===== src/include/alloc_session_pkg.sv =====
package alloc_session_pkg;
  localparam int          COUNT_W       = 10;
  localparam logic [9:0]  MAX_COUNT     = 10'h03E7;
  localparam logic [9:0]  COUNT_RESET   = 10'h0000;
  localparam logic [31:0] MISMATCH_CAUSE = 32'h4E4D_5347;
  localparam logic [1:0]  KIND_OTHER    = 2'h0;
  localparam logic [1:0]  KIND_CAP_MAIN = 2'h1;
  localparam logic [1:0]  KIND_CAP_FAST = 2'h2;
  localparam logic [1:0]  MSG_OPEN      = 2'h0;
  localparam logic [1:0]  MSG_ITEM      = 2'h1;
  localparam logic [1:0]  MSG_CLOSE     = 2'h2;
  typedef enum logic [2:0] {
    ST_IDLE = 3'b001,
    ST_OPEN = 3'b010,
    ST_SEND = 3'b100
  } sess_state_t;
endpackage


===== src/include/item_count_if.sv =====
`timescale 1ns/1ps
interface item_count_if;
  logic       load;
  logic       step;
  logic [9:0] value;
  logic [9:0] remaining;
  logic       done;
  modport ctrl (output load, output step, output value,
                input remaining, input done);
  modport cnt  (input load, input step, input value,
                output remaining, output done);
endinterface


===== src/hdl/resource_alloc_session_ctrl.sv =====
`timescale 1ns/1ps
// Notes on behaviour
// - an allocation query is answered by opening an exchange session.
// - allocation items are sent only inside an open session.
// - only this side sends the opening message; it opens the session.
// - the opening message carries a message count from 0 to 999.
// - exactly the announced number of items is sent before closing.
// - only this side sends the closing message; it ends the session.
// - closing is sent only after all announced items have gone out.
// - an error message aborts the session at both ends.
// - items reflect the allocation valid at the moment of sending.
// - capacity messages only go out while a session is open.
// - at most one main and one fast-channel capacity message per session.
module resource_alloc_session_ctrl
  import alloc_session_pkg::*;
(
  input  wire logic        clk_in,
  input  wire logic        reset_n_in,
  input  wire logic        query_in,
  input  wire logic        error_in,
  input  wire logic [31:0] error_cause_in,
  input  wire logic [9:0]  item_total_in,
  input  wire logic        item_valid_in,
  input  wire logic [1:0]  item_kind_in,
  input  wire logic [31:0] item_data_in,
  input  wire logic        msg_ready_in,
  output logic             msg_valid_out,
  output logic [1:0]       msg_type_out,
  output logic [9:0]       session_message_count_out,
  output logic [31:0]      msg_data_out,
  output logic             item_taken_out,
  output logic             item_refused_out,
  output logic             session_open_out,
  output logic             aborted_out,
  output logic             mismatch_out
);
  sess_state_t state_ff;
  sess_state_t nxt_state;
  logic        msg_valid_ff;
  logic [1:0]  msg_type_ff;
  logic [9:0]  count_ff;
  logic [31:0] data_ff;
  logic        taken_ff;
  logic        refused_ff;
  logic        open_ff;
  logic        aborted_ff;
  logic        mismatch_ff;
  logic        main_sent_ff;
  logic        fast_sent_ff;

  item_count_if cif();
  item_counter u_count (
    .clk_in     (clk_in),
    .reset_n_in (reset_n_in),
    .cnt        (cif)
  );

  // a message leaves when the link accepts it, or nothing is pending
  wire out_free = !msg_valid_ff || msg_ready_in;
  wire abort    = error_in && state_ff != ST_IDLE;
  wire [9:0] total_clip = (item_total_in > MAX_COUNT) ? MAX_COUNT
                                                      : item_total_in;
  wire cap_dup = (item_kind_in == KIND_CAP_MAIN && main_sent_ff) ||
                 (item_kind_in == KIND_CAP_FAST && fast_sent_ff);
  wire start_open = state_ff == ST_IDLE && query_in && out_free;
  wire send_item  = state_ff == ST_SEND && item_valid_in && !cif.done &&
                    !cap_dup && out_free && !abort;
  wire send_close = state_ff == ST_SEND && cif.done && out_free && !abort;
  // a duplicate capacity item is refused, not counted
  wire refuse     = state_ff == ST_SEND && item_valid_in && cap_dup &&
                    !abort;

  assign cif.load  = start_open;
  assign cif.value = total_clip;
  assign cif.step  = send_item;

  always_comb begin
    nxt_state = state_ff;
    case (state_ff)
      ST_IDLE: if (start_open) nxt_state = ST_OPEN;
      // an error that arrives while the opening message is queued must
      // abort too, or the far end would wait on a session it dropped
      ST_OPEN: begin
        if (abort) nxt_state = ST_IDLE;
        else nxt_state = ST_SEND;
      end
      ST_SEND: begin
        if (abort) nxt_state = ST_IDLE;
        else if (send_close) nxt_state = ST_IDLE;
      end
      default: nxt_state = ST_IDLE;
    endcase
  end

  always_ff @(posedge clk_in) begin
    if (!reset_n_in) begin
      state_ff     <= ST_IDLE;
      msg_valid_ff <= 1'b0;
      msg_type_ff  <= MSG_OPEN;
      count_ff     <= COUNT_RESET;
      data_ff      <= 32'h0000_0000;
    end else begin
      state_ff <= nxt_state;
      if (start_open) begin
        msg_valid_ff <= 1'b1;
        msg_type_ff  <= MSG_OPEN;
        count_ff     <= total_clip;
      end else if (send_item) begin
        msg_valid_ff <= 1'b1;
        msg_type_ff  <= MSG_ITEM;
        data_ff      <= item_data_in;
      end else if (send_close) begin
        msg_valid_ff <= 1'b1;
        msg_type_ff  <= MSG_CLOSE;
      end else if (msg_ready_in || abort) begin
        msg_valid_ff <= 1'b0;
      end
    end
  end

  always_ff @(posedge clk_in) begin
    if (!reset_n_in) begin
      open_ff      <= 1'b0;
      main_sent_ff <= 1'b0;
      fast_sent_ff <= 1'b0;
      taken_ff     <= 1'b0;
      refused_ff   <= 1'b0;
      aborted_ff   <= 1'b0;
      mismatch_ff  <= 1'b0;
    end else begin
      open_ff    <= nxt_state != ST_IDLE;
      taken_ff   <= send_item;
      refused_ff <= refuse;
      aborted_ff <= abort;
      mismatch_ff <= abort && error_cause_in == MISMATCH_CAUSE;
      if (start_open) begin
        main_sent_ff <= 1'b0;
        fast_sent_ff <= 1'b0;
      end else if (send_item) begin
        if (item_kind_in == KIND_CAP_MAIN) main_sent_ff <= 1'b1;
        if (item_kind_in == KIND_CAP_FAST) fast_sent_ff <= 1'b1;
      end
    end
  end

  assign msg_valid_out             = msg_valid_ff;
  assign msg_type_out              = msg_type_ff;
  assign session_message_count_out = count_ff;
  assign msg_data_out              = data_ff;
  assign item_taken_out            = taken_ff;
  assign item_refused_out          = refused_ff;
  assign session_open_out          = open_ff;
  assign aborted_out               = aborted_ff;
  assign mismatch_out              = mismatch_ff;

  a_item_in_session: assert property (@(posedge clk_in)
    disable iff (!reset_n_in)
    item_taken_out |-> session_open_out)
    else $error("item sent outside a session");

  a_open_after_query: assert property (@(posedge clk_in)
    disable iff (!reset_n_in)
    (state_ff == ST_IDLE && query_in && out_free) |=>
    (msg_valid_out && msg_type_out == MSG_OPEN))
    else $error("query not answered by opening");

  a_count_bound: assert property (@(posedge clk_in)
    disable iff (!reset_n_in)
    (msg_valid_out && msg_type_out == MSG_OPEN) |->
    session_message_count_out <= MAX_COUNT)
    else $error("announced count above limit");

  a_close_when_done: assert property (@(posedge clk_in)
    disable iff (!reset_n_in)
    send_close |-> cif.remaining == COUNT_RESET)
    else $error("close before all items sent");

  a_no_extra_item: assert property (@(posedge clk_in)
    disable iff (!reset_n_in)
    send_item |-> cif.remaining != COUNT_RESET)
    else $error("item beyond announced count");

  a_close_ends: assert property (@(posedge clk_in)
    disable iff (!reset_n_in)
    send_close |=> !session_open_out)
    else $error("session open after close");

  a_abort_stops: assert property (@(posedge clk_in)
    disable iff (!reset_n_in)
    abort |=> (state_ff == ST_IDLE && aborted_out))
    else $error("error did not abort session");

  a_cap_once: assert property (@(posedge clk_in)
    disable iff (!reset_n_in)
    (send_item && item_kind_in == KIND_CAP_MAIN) |-> !main_sent_ff)
    else $error("second main capacity message");

  a_cap_in_session: assert property (@(posedge clk_in)
    disable iff (!reset_n_in)
    (send_item && item_kind_in != KIND_OTHER) |-> state_ff == ST_SEND)
    else $error("capacity message outside session");

  a_data_current: assert property (@(posedge clk_in)
    disable iff (!reset_n_in)
    send_item |=> msg_data_out == $past(item_data_in))
    else $error("item data not current");

  a_valid_holds: assert property (@(posedge clk_in)
    disable iff (!reset_n_in)
    (msg_valid_out && !msg_ready_in && !abort) |=>
    (msg_valid_out && $stable(msg_type_out) &&
     $stable(session_message_count_out)))
    else $error("pending message dropped or changed");

  a_refuse_dup: assert property (@(posedge clk_in)
    disable iff (!reset_n_in)
    (state_ff == ST_SEND && item_valid_in && !abort &&
     item_kind_in == KIND_CAP_MAIN && main_sent_ff) |=>
    (item_refused_out && !item_taken_out))
    else $error("duplicate capacity item not refused");

  a_mismatch_abort: assert property (@(posedge clk_in)
    disable iff (!reset_n_in)
    mismatch_out |-> aborted_out)
    else $error("mismatch flagged without abort");

  a_open_with_msg: assert property (@(posedge clk_in)
    disable iff (!reset_n_in)
    $rose(session_open_out) |->
    (msg_valid_out && msg_type_out == MSG_OPEN))
    else $error("session opened without opening message");

  a_count_loaded: assert property (@(posedge clk_in)
    disable iff (!reset_n_in)
    start_open |=> cif.remaining == session_message_count_out)
    else $error("item counter differs from announced count");
endmodule


===== src/hdl/item_counter.sv =====
`timescale 1ns/1ps
module item_counter
  import alloc_session_pkg::*;
(
  input  wire logic clk_in,
  input  wire logic reset_n_in,
  item_count_if.cnt cnt
);
  logic [9:0] remain_ff;
  logic [9:0] nxt_remain;

  assign nxt_remain = cnt.load ? cnt.value :
                      (cnt.step && remain_ff != COUNT_RESET) ?
                      remain_ff - 10'h0001 : remain_ff;
  assign cnt.remaining = remain_ff;
  assign cnt.done      = (remain_ff == COUNT_RESET);

  always_ff @(posedge clk_in) begin
    if (!reset_n_in) remain_ff <= COUNT_RESET;
    else remain_ff <= nxt_remain;
  end
endmodule


===== config.mk =====
export PLATFORM = sky130hd
export DESIGN_NAME = resource_alloc_session_ctrl
export DESIGN_NICKNAME = d
export VERILOG_FILES = /design/src/include/alloc_session_pkg.sv /design/src/include/item_count_if.sv /design/src/hdl/resource_alloc_session_ctrl.sv /design/src/hdl/item_counter.sv
export SDC_FILE = /design/constraint.sdc
export NUM_CORES = 1
export LEC_CHECK = 0
export ABC_AREA = 1
export BUFFER_PORTS_ARGS = -buffer_cell sky130_fd_sc_hd__buf_4
export CORE_MARGIN = 2
export CORE_UTILIZATION = 35
export CTS_CLUSTER_DIAMETER = 100
export DETAILED_ROUTE_END_ITERATION = 8
export GPL_TIMING_DRIVEN = 0
export PLACE_DENSITY = 0.7
export SYNTH_ARGS = -nofsm -noshare
export SYNTH_HDL_FRONTEND = slang
export SYNTH_SLANG_ARGS = --single-unit

===== constraint.sdc =====
create_clock -name clk_in -period 1.8 [get_ports clk_in]
set_input_delay 0.09 -clock clk_in [delete_from_list [all_inputs] [get_ports clk_in]]
set_output_delay 0.09 -clock clk_in [all_outputs]
set_load 0.03 [all_outputs]

==> impl_results.html <==
<table>
<tr><th>Metric</th><th>Value</th></tr>
<tr><th colspan="2">Run status</th></tr>
<tr><td>Outcome</td><td>finished, final reports clean</td></tr>
<tr><th colspan="2">Clock network</th></tr>
<tr><td>Clock tree from TritonCTS</td><td>yes</td></tr>
<tr><td>Cell at the root of the clock tree</td><td>sky130_fd_sc_hd__clkbuf_8</td></tr>
<tr><td>Total CTS buffers</td><td>9</td></tr>
<tr><td>Maximum buffer depth of the clock tree</td><td>2</td></tr>
<tr><td>Number of buffers inserted for hold repair after clock tree synthesis</td><td>22</td></tr>
<tr><td>Worst-Skew Late Latency</td><td>340 ps</td></tr>
<tr><td>CTS-repair resized insts</td><td>0</td></tr>
<tr><td>Clock edge transition at the registers on the reported setup and hold paths</td><td>80 ps</td></tr>
<tr><td>Count of buffers added by post-CTS timing repair for setup</td><td>0</td></tr>
<tr><td>TritonCTS Sinks</td><td>65</td></tr>
<tr><td>H-tree levels</td><td>3</td></tr>
<tr><th colspan="2">Worst setup path</th></tr>
<tr><td>Slowest library cell on the worst path</td><td>sky130_fd_sc_hd__dfxtp_1</td></tr>
<tr><td>Category of cells accounting for the largest share of critical-path delay</td><td>simple AND/OR/NAND/NOR gates</td></tr>
<tr><td>Startpoint types</td><td>register</td></tr>
<tr><td>Type of destination of the critical path</td><td>register</td></tr>
<tr><td>Crit path kind</td><td>reg2reg</td></tr>
<tr><td>Origin of the worst setup path</td><td>u_count.cnt.remaining[0]$_SDFFE_PN0P_</td></tr>
<tr><td>Most prevalent standard cell on the critical path</td><td>sky130_fd_sc_hd__nor2_1</td></tr>
<tr><td>Startpoint of the worst register-to-register path</td><td>u_count.cnt.remaining[0]$_SDFFE_PN0P_</td></tr>
<tr><td>Required arrival time at the worst endpoint</td><td>2070 ps</td></tr>
<tr><td>Critical Path Fanout Max</td><td>10</td></tr>
<tr><td>Delay of the slowest cell on the worst path</td><td>330 ps</td></tr>
<tr><td>Number of buffer and inverter stages on the critical path</td><td>3</td></tr>
<tr><td>Critical path arrival</td><td>1830 ps</td></tr>
<tr><td>Ordered list of cells on the worst path</td><td>inv_1, ha_1, inv_1, nor2_1, nand3_2, nand2_1, nor2_4, buf_6, nor2_1, nor2_1</td></tr>
<tr><th colspan="2">Finish</th></tr>
<tr><td>Sequential cell area</td><td>0.001301 mm2</td></tr>
<tr><td>Total of fill cells in the finished design</td><td>753</td></tr>
<tr><td>Commonest cells after routing, fill and taps aside</td><td>sky130_fd_sc_hd__buf_4, sky130_fd_sc_hd__nor2_1, sky130_fd_sc_hd__nand2_1, sky130_fd_sc_hd__dfxtp_1, sky130_fd_sc_hd__o21ai_1</td></tr>
<tr><td>Share of cells above drive strength 1</td><td>30.59%</td></tr>
<tr><td>Antenna cells</td><td>0</td></tr>
<tr><td>Layout Area Growth over Synthesis</td><td>54.56%</td></tr>
<tr><td>Net count, final</td><td>651</td></tr>
<tr><td>Area taken by multi-input logic gates</td><td>0.001296 mm2</td></tr>
<tr><td>Most common cell after layout, fill and taps aside</td><td>sky130_fd_sc_hd__buf_4</td></tr>
<tr><th colspan="2">Yosys</th></tr>
<tr><td>Count of distinct cell types in the synthesized netlist</td><td>30</td></tr>
<tr><td>Fraction of the yosys area taken by sequential cells</td><td>46.06%</td></tr>
<tr><td>Instance count of the mapped netlist</td><td>403</td></tr>
<tr><td>Share of the synthesized area in the top cell type</td><td>46.06%</td></tr>
<tr><td>Synth area leader</td><td>sky130_fd_sc_hd__dfxtp_1</td></tr>
<tr><td>Average cell area after synthesis</td><td>7.010 um2</td></tr>
<tr><td>Top area cells in the synthesized netlist</td><td>sky130_fd_sc_hd__dfxtp_1, sky130_fd_sc_hd__nor2_1, sky130_fd_sc_hd__nand2_1</td></tr>
<tr><td>Total standard cell area after synthesis</td><td>0.002825 mm2</td></tr>
<tr><td>Post-synth net total</td><td>487</td></tr>
<tr><td>Yosys warning count</td><td>0</td></tr>
<tr><td>FF+latch count, synth</td><td>65</td></tr>
<tr><th colspan="2">Floorplan</th></tr>
<tr><td>Die span in x</td><td>93.85 um</td></tr>
<tr><td>Initial standard-cell utilization of the core</td><td>36.37%</td></tr>
<tr><td>Std-Cell Core Area</td><td>0.007767 mm2</td></tr>
<tr><td>Standard-cell row count</td><td>32</td></tr>
<tr><td>Full die area</td><td>0.008807 mm2</td></tr>
<tr><td>I/O pin cnt</td><td>132</td></tr>
<tr><td>Height of the die</td><td>93.85 um</td></tr>
<tr><th colspan="2">STA</th></tr>
<tr><td>Worst Skew</td><td>9.683 ps</td></tr>
<tr><td>Final number of setup-violating endpoints</td><td>0</td></tr>
<tr><td>Final-layout setup total negative slack</td><td>0 ps</td></tr>
<tr><td>Post-route clock period utilization</td><td>86.66%</td></tr>
<tr><td>Slew at the pin closest to its max-slew limit</td><td>513.6 ps</td></tr>
<tr><td>Max Slew Vio Count</td><td>0</td></tr>
<tr><td>Worst max-slew margin expressed relative to the limit</td><td>65.76%</td></tr>
<tr><td>RSZ-0062 raised after global routing</td><td>no</td></tr>
<tr><td>Period minus WS final</td><td>1560 ps</td></tr>
<tr><td>Achievable Freq</td><td>641.1 MHz</td></tr>
<tr><td>Count of final hold-check violations</td><td>0</td></tr>
<tr><td>Fin worst setup slack</td><td>240.1 ps</td></tr>
<tr><th colspan="2">Place</th></tr>
<tr><td>Routability Congestion</td><td>0.8375</td></tr>
<tr><td>Quantity of I/O buffers inserted on ports</td><td>131</td></tr>
<tr><td>Post-placement setup slack</td><td>244.6 ps</td></tr>
<tr><td>Post-detailed-placement half-perimeter wirelength</td><td>5837 um</td></tr>
<tr><th colspan="2">Global route</th></tr>
<tr><td>Initial antenna violation count</td><td>0</td></tr>
<tr><td>Total track usage</td><td>18.22%</td></tr>
<tr><td>Pin count of the biggest net entering global routing</td><td>12</td></tr>
<tr><td>Remaining global-route overflow</td><td>0</td></tr>
<tr><td>First-pass GRT wire length</td><td>12800 um</td></tr>
<tr><td>Via count of the first global-routing pass</td><td>2853</td></tr>
<tr><th colspan="2">Route</th></tr>
<tr><td>WL final</td><td>7858 um</td></tr>
<tr><td>Number of remaining DRC errors</td><td>0</td></tr>
<tr><td>ANT nets after route</td><td>0</td></tr>
<tr><td>Via density</td><td>4.561</td></tr>
<tr><td>DRT Pass-1 Iters</td><td>6</td></tr>
<tr><td>Vias</td><td>3074</td></tr>
<tr><td>Detailed-route wire length per cell</td><td>11.66 um</td></tr>
<tr><td>Initial DRC Count</td><td>80</td></tr>
<tr><th colspan="2">Job</th></tr>
<tr><td>Number of max-cap violations</td><td>0</td></tr>
<tr><th colspan="2">Power and ir drop</th></tr>
<tr><td>Pleak</td><td>2.086 nW</td></tr>
<tr><td>VDD IR max</td><td>0.0004709 V</td></tr>
<tr><td>Power density of the placed cells</td><td>825.5 mW/mm2</td></tr>
<tr><th colspan="2">Worst hold path</th></tr>
<tr><td>Startpoint of the lowest-slack hold path</td><td>item_data_in[11]</td></tr>
<tr><td>Worst Hold Class</td><td>in2reg</td></tr>
</table>
==> routing by layer <==
layer	track usage [%]	vias to the layer above	routed length (um)
li1	-	1608	-
met1	23.02	1343	3551
met2	29.52	110	3548
met3	4.575	13	621
met4	7.609	0	137
met5	0	-	0
==> cells in the mapped netlist (all sizes together) <==
cell type,instances
nand4,7
nor2,112
dfxtp,65
a21oi,14
nand3b,2
or2,1
inv,37
nor4,1
and3,1
nor3b,3
xor2,1
clkinv,1
nand2,72
o21ai,44
clkbuf,5
nand3,23
o211ai,1
nor3,2
buf,9
ha,2
==> kinds of logic (layout without fill, tap and decap cells) <==
logic type / after synthesis / count (layout) / synth area share [%]
AO/OA/AOI/OAI: 59 / 59 / 10.54
XOR/XNOR: 1 / 1 / 0.3101
adder cells (fa/ha/maj): 2 / 2 / 0.8856
buffers and inverters: 52 / 221 / 8.060
flip-flops: 65 / 65 / 46.06
AND/OR/NAND/NOR: 224 / 224 / 34.15
==> metrics by stage <==
| step | cells | utilization, % | hold WS [ps] | instance area (um2) | total power, mW |
|---|---|---|---|---|---|
| 2_1_floorplan | 403 | - | 236.4 | 2825 | 1.995 |
| 3_3_place_gp | 636 | 50.68 | 326.9 | 3936 | 2.252 |
| 3_5_place_dp | 636 | 50.68 | 334.4 | 3936 | 2.263 |
| 4_1_cts | 674 | 56.22 | 0.8610 | 4367 | 3.623 |
| 5_1_grt | 674 | 56.22 | 6.546 | 4367 | 3.805 |
| 6_report | 674 | 56.22 | 0.1212 | 4367 | 3.605 |
==> report_power, final <==
| group | leakage [nW] | internal, mW | total (mW) | switching (mW) |
|---|---|---|---|---|
| combinational | 1.45 | 0.332 | 0.735 | 0.403 |
| sequential | 0.528 | 1.49 | 1.54 | 0.0443 |
| clock | 0.106 | 0.773 | 1.33 | 0.558 |
==> final timing paths <==
check	to	slack, ps	cells past startpoint
min reg2reg	session_message_count_out[1]$_SDFFE_PN0P_	450	2
min	msg_data_out[11]$_SDFFE_PN0P_	0.1	3
max	msg_data_out[23]$_SDFFE_PN0P_	240	10
max reg2reg	msg_data_out[23]$_SDFFE_PN0P_	240	10
==> sequential cells by signal, indices dropped and copies added (netlist names) <==
signal,flops
main_sent_ff,1
item_refused_out,1
msg_data_out,32
item_taken_out,1
aborted_out,1
msg_type_out,2
session_message_count_out,10
mismatch_out,1
session_open_out,1
fast_sent_ff,1
msg_valid_out,1
state_ff,3
u_count.cnt.remaining,10
==> worst reg2reg max path: cells and delay by family (launching register included) <==
family / cells / cell delay [ps]
buffers and inverters: 3 / 350
DFF: 1 / 330
and+or+nand+nor: 6 / 630
adders and majority gates: 1 / 200
==> cell type report <==
cell class / instances / area share, %
buffer: 14 / 1.948
timing repair buffer: 153 / 27.56
inverter: 38 / 3.266
clock inverter: 6 / 1.891
multi-input combinational: 286 / 29.68
clock buffer: 10 / 2.923
sequential: 65 / 29.80
tap: 102 / 2.923
Power figures use the tool's default switching activity.
